## src/qcef_map.svh

```systemverilog
// offsets, field widths and reset values of the elastic fifo
`ifndef QCEF_MAP_SVH
`define QCEF_MAP_SVH
`define QCEF_DEPTH        8
`define QCEF_PTR_W        3
`define QCEF_CH_W         16
`define QCEF_HALF_W       32
`define QCEF_SAMPLE_W     64
`define QCEF_SEL_W        4
`define QCEF_WR_RST_LOC   3'h0
`define QCEF_RD_OFS_RST   3'h4
`define QCEF_SEL_SIF      3
`define QCEF_SEL_OSTRB    2
`define QCEF_SEL_ISTRB    1
`define QCEF_SEL_PIN      0
`define QCEF_INTERP_W     5
`endif

```

## src/qcef_pkg.sv

```systemverilog
// types of the quad channel input elastic fifo
package qcef_pkg;
  typedef enum logic [1:0] {QCEF_BYPASS, QCEF_DUAL, QCEF_SINGLE, QCEF_OTHER}
    qcef_mode_t;
endpackage

```

## src/qcef_fifo.sv

```systemverilog
// quad channel input elastic fifo with sync-driven pointer resets
`timescale 1ns/1ps
`include "qcef_map.svh"
module qcef_fifo
  import qcef_pkg::*;
#(
  parameter int DEPTH = `QCEF_DEPTH
)
(
  // clock and reset
  input  wire logic                        CLK,
  input  wire logic                        ARST_N,
  // input_ddr_clock edge enables, one cycle each
  input  wire logic                        IN_RISE_EN,
  input  wire logic                        IN_FALL_EN,
  // ddr data and syncs from the source
  input  wire logic [`QCEF_HALF_W-1:0]     IN_DATA,
  input  wire logic                        INPUT_STROBE,
  input  wire logic                        SYNC_PIN,
  input  wire logic                        SIF_SYNC,
  input  wire logic                        OUTPUT_STROBE,
  // configuration
  input  wire logic                        FIFO_ENA,
  input  wire logic [`QCEF_SEL_W-1:0]      SEL_FIFOIN,
  input  wire logic [`QCEF_SEL_W-1:0]      SEL_FIFOOUT,
  input  wire logic [`QCEF_PTR_W-1:0]      FIFO_OFFSET,
  input  wire logic [`QCEF_INTERP_W-1:0]   INTERP,
  // sample output stream
  output logic [`QCEF_SAMPLE_W-1:0]        OUT_DATA,
  output logic                             OUT_VALID,
  input  wire logic                        OUT_READY,
  // status
  output logic [1:0]                       MODE,
  output logic [`QCEF_PTR_W-1:0]           WR_PTR,
  output logic [`QCEF_PTR_W-1:0]           RD_PTR,
  output logic                             ALARM_COLLIDE,
  output logic                             ALARM_ONE_AWAY,
  output logic                             ALARM_TWO_AWAY
);

  // depth is tied to the 3-bit pointers and the modulo-eight alarm gap
  if (DEPTH != `QCEF_DEPTH)
  begin : g_depth_chk
    $error("qcef_fifo: depth must be eight");
  end

  // storage: eight 64-bit sample locations
  logic [`QCEF_SAMPLE_W-1:0] mem_ff [DEPTH];

  // write side, paced by input_ddr_clock edge enables
  logic [`QCEF_HALF_W-1:0]  rise_half_ff;
  logic [`QCEF_PTR_W-1:0]   wr_ptr_ff;
  logic                     sync_in_ff;
  logic                     sync_in_q_ff;
  logic                     wr_rst_req_ff;
  logic                     wr_tog_ff;
  logic [`QCEF_SAMPLE_W-1:0] byp_word_ff;
  logic                     byp_new_ff;
  logic                     sif_ff;

  // selected write-side sync level
  wire wr_sel_level = (SEL_FIFOIN[`QCEF_SEL_ISTRB] & INPUT_STROBE)
                    | (SEL_FIFOIN[`QCEF_SEL_PIN] & SYNC_PIN);
  wire sif_rise     = SIF_SYNC & ~sif_ff;
  // serial sync is a register event, so it is taken on any cycle
  wire wr_sync_rise = (IN_RISE_EN & wr_sel_level & ~sync_in_ff)
                    | (SEL_FIFOIN[`QCEF_SEL_SIF] & sif_rise);
  wire [`QCEF_SAMPLE_W-1:0] full_word = {IN_DATA, rise_half_ff};
  wire [`QCEF_PTR_W-1:0] nxt_wr_ptr =
    wr_sync_rise ? `QCEF_WR_RST_LOC : wr_ptr_ff + 3'h1;

  always_ff @(posedge CLK or negedge ARST_N)
  begin
    if (!ARST_N)
    begin
      rise_half_ff <= '0;
      wr_ptr_ff    <= `QCEF_WR_RST_LOC;
      sync_in_ff   <= 1'b0;
    end
    else
    begin
      if (IN_RISE_EN)
      begin
        rise_half_ff <= IN_DATA;
        sync_in_ff   <= wr_sel_level;
      end
      if (wr_sync_rise)
        wr_ptr_ff <= `QCEF_WR_RST_LOC;
      else if (IN_FALL_EN && FIFO_ENA)
        wr_ptr_ff <= nxt_wr_ptr;
    end
  end

  // memory write on falling edge when the sample is complete
  always_ff @(posedge CLK)
  begin
    if (IN_FALL_EN && FIFO_ENA)
      mem_ff[wr_ptr_ff] <= full_word;
  end

  // bypass capture and write-side sync event toggle
  always_ff @(posedge CLK or negedge ARST_N)
  begin
    if (!ARST_N)
    begin
      byp_word_ff <= '0;
      byp_new_ff  <= 1'b0;
      wr_tog_ff   <= 1'b0;
    end
    else
    begin
      byp_new_ff <= IN_FALL_EN & ~FIFO_ENA;
      if (IN_FALL_EN && !FIFO_ENA)
        byp_word_ff <= full_word;
      if (wr_sync_rise)
        wr_tog_ff <= ~wr_tog_ff;
    end
  end

  // read side: sync resample, output strobe sampling, read strobe
  logic                     tog_s1_ff;
  logic                     tog_s2_ff;
  logic                     tog_s3_ff;
  logic                     out_strb_ff;
  logic [`QCEF_INTERP_W-1:0] div_ff;
  logic [`QCEF_PTR_W-1:0]   rd_ptr_ff;

  // two-stage resample of the write-side sync event toggle
  always_ff @(posedge CLK or negedge ARST_N)
  begin
    if (!ARST_N)
    begin
      tog_s1_ff <= 1'b0;
      tog_s2_ff <= 1'b0;
      tog_s3_ff <= 1'b0;
      out_strb_ff <= 1'b0;
      sif_ff    <= 1'b0;
    end
    else
    begin
      tog_s1_ff <= wr_tog_ff;
      tog_s2_ff <= tog_s1_ff;
      tog_s3_ff <= tog_s2_ff;
      out_strb_ff <= OUTPUT_STROBE;
      sif_ff    <= SIF_SYNC;
    end
  end

  wire wr_sync_rd   = tog_s2_ff ^ tog_s3_ff;
  wire out_strb_rise = OUTPUT_STROBE & ~out_strb_ff;
  // input strobe or pin chosen for the read side uses the resampled event
  wire rd_in_sel    = SEL_FIFOOUT[`QCEF_SEL_ISTRB]
                    | SEL_FIFOOUT[`QCEF_SEL_PIN];
  wire rd_sync      = (SEL_FIFOOUT[`QCEF_SEL_OSTRB] & out_strb_rise)
                    | (SEL_FIFOOUT[`QCEF_SEL_SIF] & sif_rise)
                    | (rd_in_sel & wr_sync_rd);
  wire sel_none     = (SEL_FIFOIN == 4'h0) && (SEL_FIFOOUT == 4'h0);

  wire mode_dual    = SEL_FIFOOUT == 4'h4;
  wire mode_single  = !SEL_FIFOOUT[`QCEF_SEL_OSTRB]
                    && !SEL_FIFOOUT[`QCEF_SEL_SIF] && rd_in_sel;

  // read strobe: conversion clock divided by interpolation factor
  wire interp_one   = INTERP <= 5'h01;
  wire rd_tick      = interp_one || (div_ff == INTERP - 5'h01);
  wire buf_ready;
  wire rd_fire      = rd_tick & buf_ready & FIFO_ENA;

  always_ff @(posedge CLK or negedge ARST_N)
  begin
    if (!ARST_N)
      div_ff <= '0;
    else if (rd_tick)
      div_ff <= '0;
    else
      div_ff <= div_ff + 5'h01;
  end

  always_ff @(posedge CLK or negedge ARST_N)
  begin
    if (!ARST_N)
      rd_ptr_ff <= `QCEF_RD_OFS_RST;
    else if (rd_sync && !sel_none)
      rd_ptr_ff <= FIFO_OFFSET;
    else if (rd_fire)
      rd_ptr_ff <= rd_ptr_ff + 3'h1;
  end

  // two-entry output buffer so a receiver stall loses no word when the fifo is enabled; bypass words arriving while it is full are dropped
  logic [`QCEF_SAMPLE_W-1:0] ent_ff [2];
  logic [1:0]                cnt_ff;
  logic                      head_ff;
  wire  src_valid  = FIFO_ENA ? rd_fire : byp_new_ff;
  wire [`QCEF_SAMPLE_W-1:0] src_data =
    FIFO_ENA ? mem_ff[rd_ptr_ff] : byp_word_ff;
  assign buf_ready = cnt_ff != 2'h2;
  wire  push = src_valid & buf_ready;
  wire  pop  = OUT_VALID & OUT_READY;
  wire  tail = head_ff ^ cnt_ff[0];

  always_ff @(posedge CLK or negedge ARST_N)
  begin
    if (!ARST_N)
    begin
      cnt_ff  <= 2'h0;
      head_ff <= 1'b0;
    end
    else
    begin
      cnt_ff  <= cnt_ff + {1'b0, push} - {1'b0, pop};
      if (pop)
        head_ff <= ~head_ff;
    end
  end

  always_ff @(posedge CLK)
  begin
    if (push)
      ent_ff[tail] <= src_data;
  end

  assign OUT_VALID = cnt_ff != 2'h0;
  assign OUT_DATA  = ent_ff[head_ff];

  // alarms from the modulo-eight pointer gap, read domain
  wire [`QCEF_PTR_W-1:0] gap = wr_ptr_ff - rd_ptr_ff;
  logic col_ff;
  logic one_ff;
  logic two_ff;

  always_ff @(posedge CLK or negedge ARST_N)
  begin
    if (!ARST_N)
    begin
      col_ff <= 1'b0;
      one_ff <= 1'b0;
      two_ff <= 1'b0;
    end
    else
    begin
      col_ff <= FIFO_ENA & (gap == 3'h0);
      one_ff <= FIFO_ENA & (gap == 3'h1 || gap == 3'h7);
      two_ff <= FIFO_ENA & (gap == 3'h2 || gap == 3'h6);
    end
  end

  assign ALARM_COLLIDE  = col_ff;
  assign ALARM_ONE_AWAY = one_ff;
  assign ALARM_TWO_AWAY = two_ff;
  assign WR_PTR         = wr_ptr_ff;
  assign RD_PTR         = rd_ptr_ff;
  assign MODE = !FIFO_ENA   ? QCEF_BYPASS :
                mode_dual   ? QCEF_DUAL   :
                mode_single ? QCEF_SINGLE : QCEF_OTHER;

  // checks: write side
  AST_WR_RESET: assert property (
    @(posedge CLK) disable iff (!ARST_N)
    wr_sync_rise |=> wr_ptr_ff == 3'h0)
    else $error("write pointer not reset by sync");
  AST_WR_ADV: assert property (
    @(posedge CLK) disable iff (!ARST_N)
    IN_FALL_EN && FIFO_ENA && !wr_sync_rise
      |=> wr_ptr_ff == $past(wr_ptr_ff) + 3'h1)
    else $error("write pointer did not advance");
  AST_WR_HOLD: assert property (
    @(posedge CLK) disable iff (!ARST_N)
    !IN_FALL_EN && !wr_sync_rise |=> $stable(wr_ptr_ff))
    else $error("write pointer moved without a write");
  AST_MEM_WRITE: assert property (
    @(posedge CLK) disable iff (!ARST_N)
    IN_FALL_EN && FIFO_ENA
      |=> mem_ff[$past(wr_ptr_ff)] == $past(full_word))
    else $error("sample not stored at write pointer");
  AST_SYNC_SAMPLE: assert property (
    @(posedge CLK) disable iff (!ARST_N)
    !IN_RISE_EN |=> $stable(sync_in_ff))
    else $error("input sync sampled off a rising edge");

  // checks: read side and sync source selection
  AST_RD_RESET: assert property (
    @(posedge CLK) disable iff (!ARST_N)
    rd_sync && !sel_none |=> rd_ptr_ff == $past(FIFO_OFFSET))
    else $error("read pointer not at offset");
  AST_RD_ADV: assert property (
    @(posedge CLK) disable iff (!ARST_N)
    rd_fire && !(rd_sync && !sel_none)
      |=> rd_ptr_ff == $past(rd_ptr_ff) + 3'h1)
    else $error("read pointer did not advance");
  AST_RD_REFUSE: assert property (
    @(posedge CLK) disable iff (!ARST_N)
    rd_tick && !buf_ready && !rd_sync |=> $stable(rd_ptr_ff))
    else $error("read pointer moved on a refused read");
  AST_RD_PACE: assert property (
    @(posedge CLK) disable iff (!ARST_N)
    INTERP > 5'h01 && rd_tick
      |=> !rd_tick || INTERP != $past(INTERP))
    else $error("read strobe faster than interpolation");
  AST_NO_RESET: assert property (
    @(posedge CLK) disable iff (!ARST_N)
    sel_none && !rd_fire |=> $stable(rd_ptr_ff))
    else $error("read pointer moved with syncs disabled");
  AST_NO_WR_RESET: assert property (
    @(posedge CLK) disable iff (!ARST_N)
    SEL_FIFOIN == 4'h0 && !IN_FALL_EN |=> $stable(wr_ptr_ff))
    else $error("write pointer moved with syncs disabled");
  AST_OUT_STROBE: assert property (
    @(posedge CLK) disable iff (!ARST_N)
    SEL_FIFOOUT == 4'h4 && OUTPUT_STROBE && !out_strb_ff
      |=> rd_ptr_ff == $past(FIFO_OFFSET))
    else $error("output strobe missed");
  AST_XSYNC: assert property (
    @(posedge CLK) disable iff (!ARST_N)
    wr_sync_rise && SEL_FIFOOUT == 4'h2 && !sel_none
      |-> ##3 rd_sync)
    else $error("resampled sync late");
  AST_DUAL: assert property (
    @(posedge CLK) disable iff (!ARST_N)
    mode_dual && !out_strb_rise && !rd_fire
      |=> $stable(rd_ptr_ff))
    else $error("read pointer moved by write sync in dual mode");
  AST_SINGLE: assert property (
    @(posedge CLK) disable iff (!ARST_N)
    FIFO_ENA && mode_single && wr_sync_rd
      |=> rd_ptr_ff == $past(FIFO_OFFSET))
    else $error("single source sync missed read pointer");
  AST_SIF_BOTH: assert property (
    @(posedge CLK) disable iff (!ARST_N)
    SEL_FIFOIN == 4'h8 && SEL_FIFOOUT == 4'h8 && sif_rise
      |=> wr_ptr_ff == 3'h0 && rd_ptr_ff == $past(FIFO_OFFSET))
    else $error("serial sync did not reset both pointers");

  // checks: alarms, bypass and output buffer
  AST_COLLIDE: assert property (
    @(posedge CLK) disable iff (!ARST_N)
    FIFO_ENA && wr_ptr_ff == rd_ptr_ff |=> ALARM_COLLIDE)
    else $error("collision alarm missing");
  AST_ONE_AWAY: assert property (
    @(posedge CLK) disable iff (!ARST_N)
    FIFO_ENA && (gap == 3'h1 || gap == 3'h7) |=> ALARM_ONE_AWAY)
    else $error("one away alarm missing");
  AST_TWO_AWAY: assert property (
    @(posedge CLK) disable iff (!ARST_N)
    FIFO_ENA && (gap == 3'h2 || gap == 3'h6) |=> ALARM_TWO_AWAY)
    else $error("two away alarm missing");
  AST_BYPASS: assert property (
    @(posedge CLK) disable iff (!ARST_N)
    !FIFO_ENA
      |=> !ALARM_COLLIDE && !ALARM_ONE_AWAY && !ALARM_TWO_AWAY)
    else $error("alarm in bypass");
  AST_BYP_DATA: assert property (
    @(posedge CLK) disable iff (!ARST_N)
    IN_FALL_EN && !FIFO_ENA
      |=> byp_new_ff && byp_word_ff == $past(full_word))
    else $error("bypass sample not captured");
  AST_NOLOSS: assert property (
    @(posedge CLK) disable iff (!ARST_N)
    OUT_VALID && !OUT_READY |=> OUT_VALID && $stable(OUT_DATA))
    else $error("output word lost under stall");

endmodule

```

## config.mk

```make
export PLATFORM = sky130hd
export DESIGN_NAME = qcef_fifo
export DESIGN_NICKNAME = d
export VERILOG_FILES = /design/src/qcef_pkg.sv /design/src/qcef_fifo.sv
export VERILOG_INCLUDE_DIRS = /design/src
export SDC_FILE = /design/constraint.sdc
export NUM_CORES = 1
export LEC_CHECK = 0
export BUFFER_PORTS_ARGS = -buffer_cell sky130_fd_sc_hd__buf_2
export CAP_MARGIN = 20
export CORE_ASPECT_RATIO = 1.5
export CORE_UTILIZATION = 45
export DETAILED_ROUTE_END_ITERATION = 8
export SYNTH_ARGS = -nofsm -noshare
export SYNTH_HDL_FRONTEND = slang
export SYNTH_SLANG_ARGS = --single-unit
export TNS_END_PERCENT = 10
```

## constraint.sdc

```tcl
create_clock -name CLK -period 6.5 [get_ports CLK]
set_clock_uncertainty 0.05 [all_clocks]
set_input_delay 0.975 -clock CLK [delete_from_list [all_inputs] [get_ports CLK]]
set_output_delay 0.975 -clock CLK [all_outputs]
set_load 0.005 [all_outputs]
```

==> flow_summary.json <==
{
  "rsz0062_at_grt": "no",
  "cts.repair.resized": 0,
  "grt_pass1_wl_um": 91500,
  "clock_latency_ns": 0.61,
  "cts_hold_buf": 0,
  "drt-pass1-iter-count": 5,
  "ff2ff_setup_slack_ns": 2.95,
  "fin_util_pct": 51.9,
  "drc_errors": 0,
  "power.density_nw_per_um2": 400,
  "ant_nets": 0,
  "start_kind": "flip-flop",
  "grt_overflow_total": 0,
  "cts_max_level": 3,
  "fp.dieW_um": 210,
  "crit_slowest_cell": "dfrtp_4",
  "end_kind": "output port",
  "slew_violations": 0,
  "grt_max_degree": 81,
  "dieArea_um2": 66100,
  "hold_path_class": "input pin to asynchronous set/reset pin",
  "final_cell_mix": "edfxtp_1, mux2_2, buf_2",
  "ys_types": 42,
  "required_ns": 5.47,
  "cap_violations": 0,
  "finalSetupViolCount": 0,
  "syn_inst": 1440,
  "slew_headroom_pct": 28.8,
  "synth.area.top_cells": "edfxtp_1, dfrtp_1, mux4_2, mux2_2, mux2i_1",
  "synth_edf_count": 640,
  "syn_nets": 1507,
  "gp_congestion": 0.741,
  "yosysSeqAreaShare_pct": 76.0,
  "cts_setup_buffers": 0,
  "cts_buffer_depth": 3,
  "cp_top_family": "buffers and inverters",
  "grt_pass1_vias": 14500,
  "portBuffers": 132,
  "ir_drop_mv": 0.232,
  "cpPeakStageDelay_ns": 0.71,
  "final_cells": 2532,
  "crit_fanout": 40,
  "hold_viol": 0,
  "dp_hpwl_um": 32300,
  "post-route-min-period_ns": 3.63,
  "final_common_cell": "edfxtp_1",
  "viasPerCell": 5.43,
  "dp.cells": 2400,
  "cts_made_buffers": 71,
  "clock-sinks": 761,
  "drt_iter0_drc": 1031,
  "grtUsageTotal_pct": 18.9,
  "io_pins": 134,
  "stdcell_area_um2": 33400,
  "p_leak_nw": 11.5,
  "yosysTopAreaCell": "edfxtp_1",
  "max_freq_mhz": 276,
  "area_growth_pct": 14.1,
  "worstSetupPathType": "flip-flop to output port",
  "cp_num_buf_inv": 2,
  "yosys_warnings": 0,
  "period_share_pct": 55.8,
  "dr_total_vias": 13800,
  "routed_wl_um": 60500,
  "finalSetupTns_ns": 0,
  "clkTransAtPathRegs_ns": 0.06,
  "avgSynthCellArea_um2": 20.3,
  "yosysTopAreaCellShare_pct": 65.7,
  "row_count": 114,
  "drive_above_1_share_pct": 34.2,
  "syn-cell-area_um2": 29300,
  "nets": 1671,
  "fp.coreArea_um2": 64300,
  "antenna_found_initial": 3,
  "status": "finished clean",
  "synthArstFlopShare_pct": 15.9,
  "tightestPinTransition_ns": 1.07,
  "synth_seq_cells": 761,
  "ys_dominant_reg_cell": "edfxtp_1",
  "cts_tree": "yes",
  "crit_chain": "buf_4 > mux2_2 > buf_2",
  "die_y_um": 314,
  "placed_cell_area_um2": 31000,
  "routedWlPerCell_um": 23.9,
  "root_buffer": "clkbuf_16",
  "critical_path_arrival_ns": 2.60,
  "initial_core_util_pct": 45.5
}
-- layout make-up --
| type | instances | area (µm²) |
|---|---|---|
| Antenna cell | 1 | 2.50 |
| Clock buffer | 101 | 2060 |
| Clock inverter | 29 | 245 |
| Fill cell | 5076 | 31000 |
| Inverter | 13 | 48.8 |
| Multi-Input combinational cell | 593 | 6720 |
| Sequential cell | 761 | 22300 |
| Tap cell | 870 | 1090 |
| Timing Repair Buffer | 164 | 955 |
-- metal layers --
metal / up-vias / global-route usage (%) / routed length, µm
met2: 302 / 31.6 / 30500
met4: 4 / 5.66 / 1080
li1: 6077 / - / -
met5: - / 0 / 16
met3: 65 / 2.90 / 2520
met1: 7308 / 25.6 / 26300
-- synth_stat cells (all sizes together), types with 4 or more instances --
library cell  number
edfxtp           640
mux2             161
mux4             128
dfrtp            120
nor2              84
a21oi             68
mux2i             64
buf               44
clkbuf            29
inv               13
xor2              10
nor3               9
xnor2              9
ha                 8
nand2              8
o21ai              8
nand3              6
a31oi              4
nor2b              4
-- logic make-up (layout without fill, tap and decap cells) --
logic type	after synthesis	in the layout	synth area share [%]
other	0	1	0
and+or+nand+nor	121	121	1.75
xor gates and xnor gates	19	19	0.569
DFF	761	761	76.0
buffers and inverters	86	307	1.30
muxes	353	353	18.2
AOI/OAI and AO/OA	91	91	1.71
adders and majority gates	9	9	0.410
-- state kept, by name, indices dropped and copies added (netlist names), 2 cells and up --
name	count
byp_word_ff	64
rise_half_ff	32
ent_ff	128
WR_PTR	3
RD_PTR	3
mem_ff	512
cnt_ff	2
div_ff	5
-- path summary, 6_finish.rpt --
kind	from	endpoint	cells past startpoint
max in group asynchronous	ARST_N	RD_PTR[1]$_DFFE_PN0P_	2
max	head_ff$_DFFE_PN0P_	OUT_DATA[31]	3
min	ARST_N	byp_word_ff[7]$_DFFE_PN0P_	1
min reg2reg	tog_s1_ff$_DFF_PN0_	tog_s2_ff$_DFF_PN0_	0
max reg2reg	head_ff$_DFFE_PN0P_	ent_ff[1][41]$_DFFE_PP_	5
min in group CLK	tog_s1_ff$_DFF_PN0_	tog_s2_ff$_DFF_PN0_	0
-- through the flow --
step	setup slack, ns	total power [mW]	hold slack, ns
floorplan	-0.836	8.45	0.281
global placement	2.53	9.35	0.286
detailed placement	2.45	9.43	0.293
CTS	2.75	13.5	0.275
global route	2.73	14.0	0.300
finish	2.87	13.4	0.266
-- power by group --
group | internal [mW] | switching, mW
sequential | 5.91 | 0.467
clock | 2.37 | 1.73
combinational | 1.50 | 1.39
(Power assumes the default switching activity.)
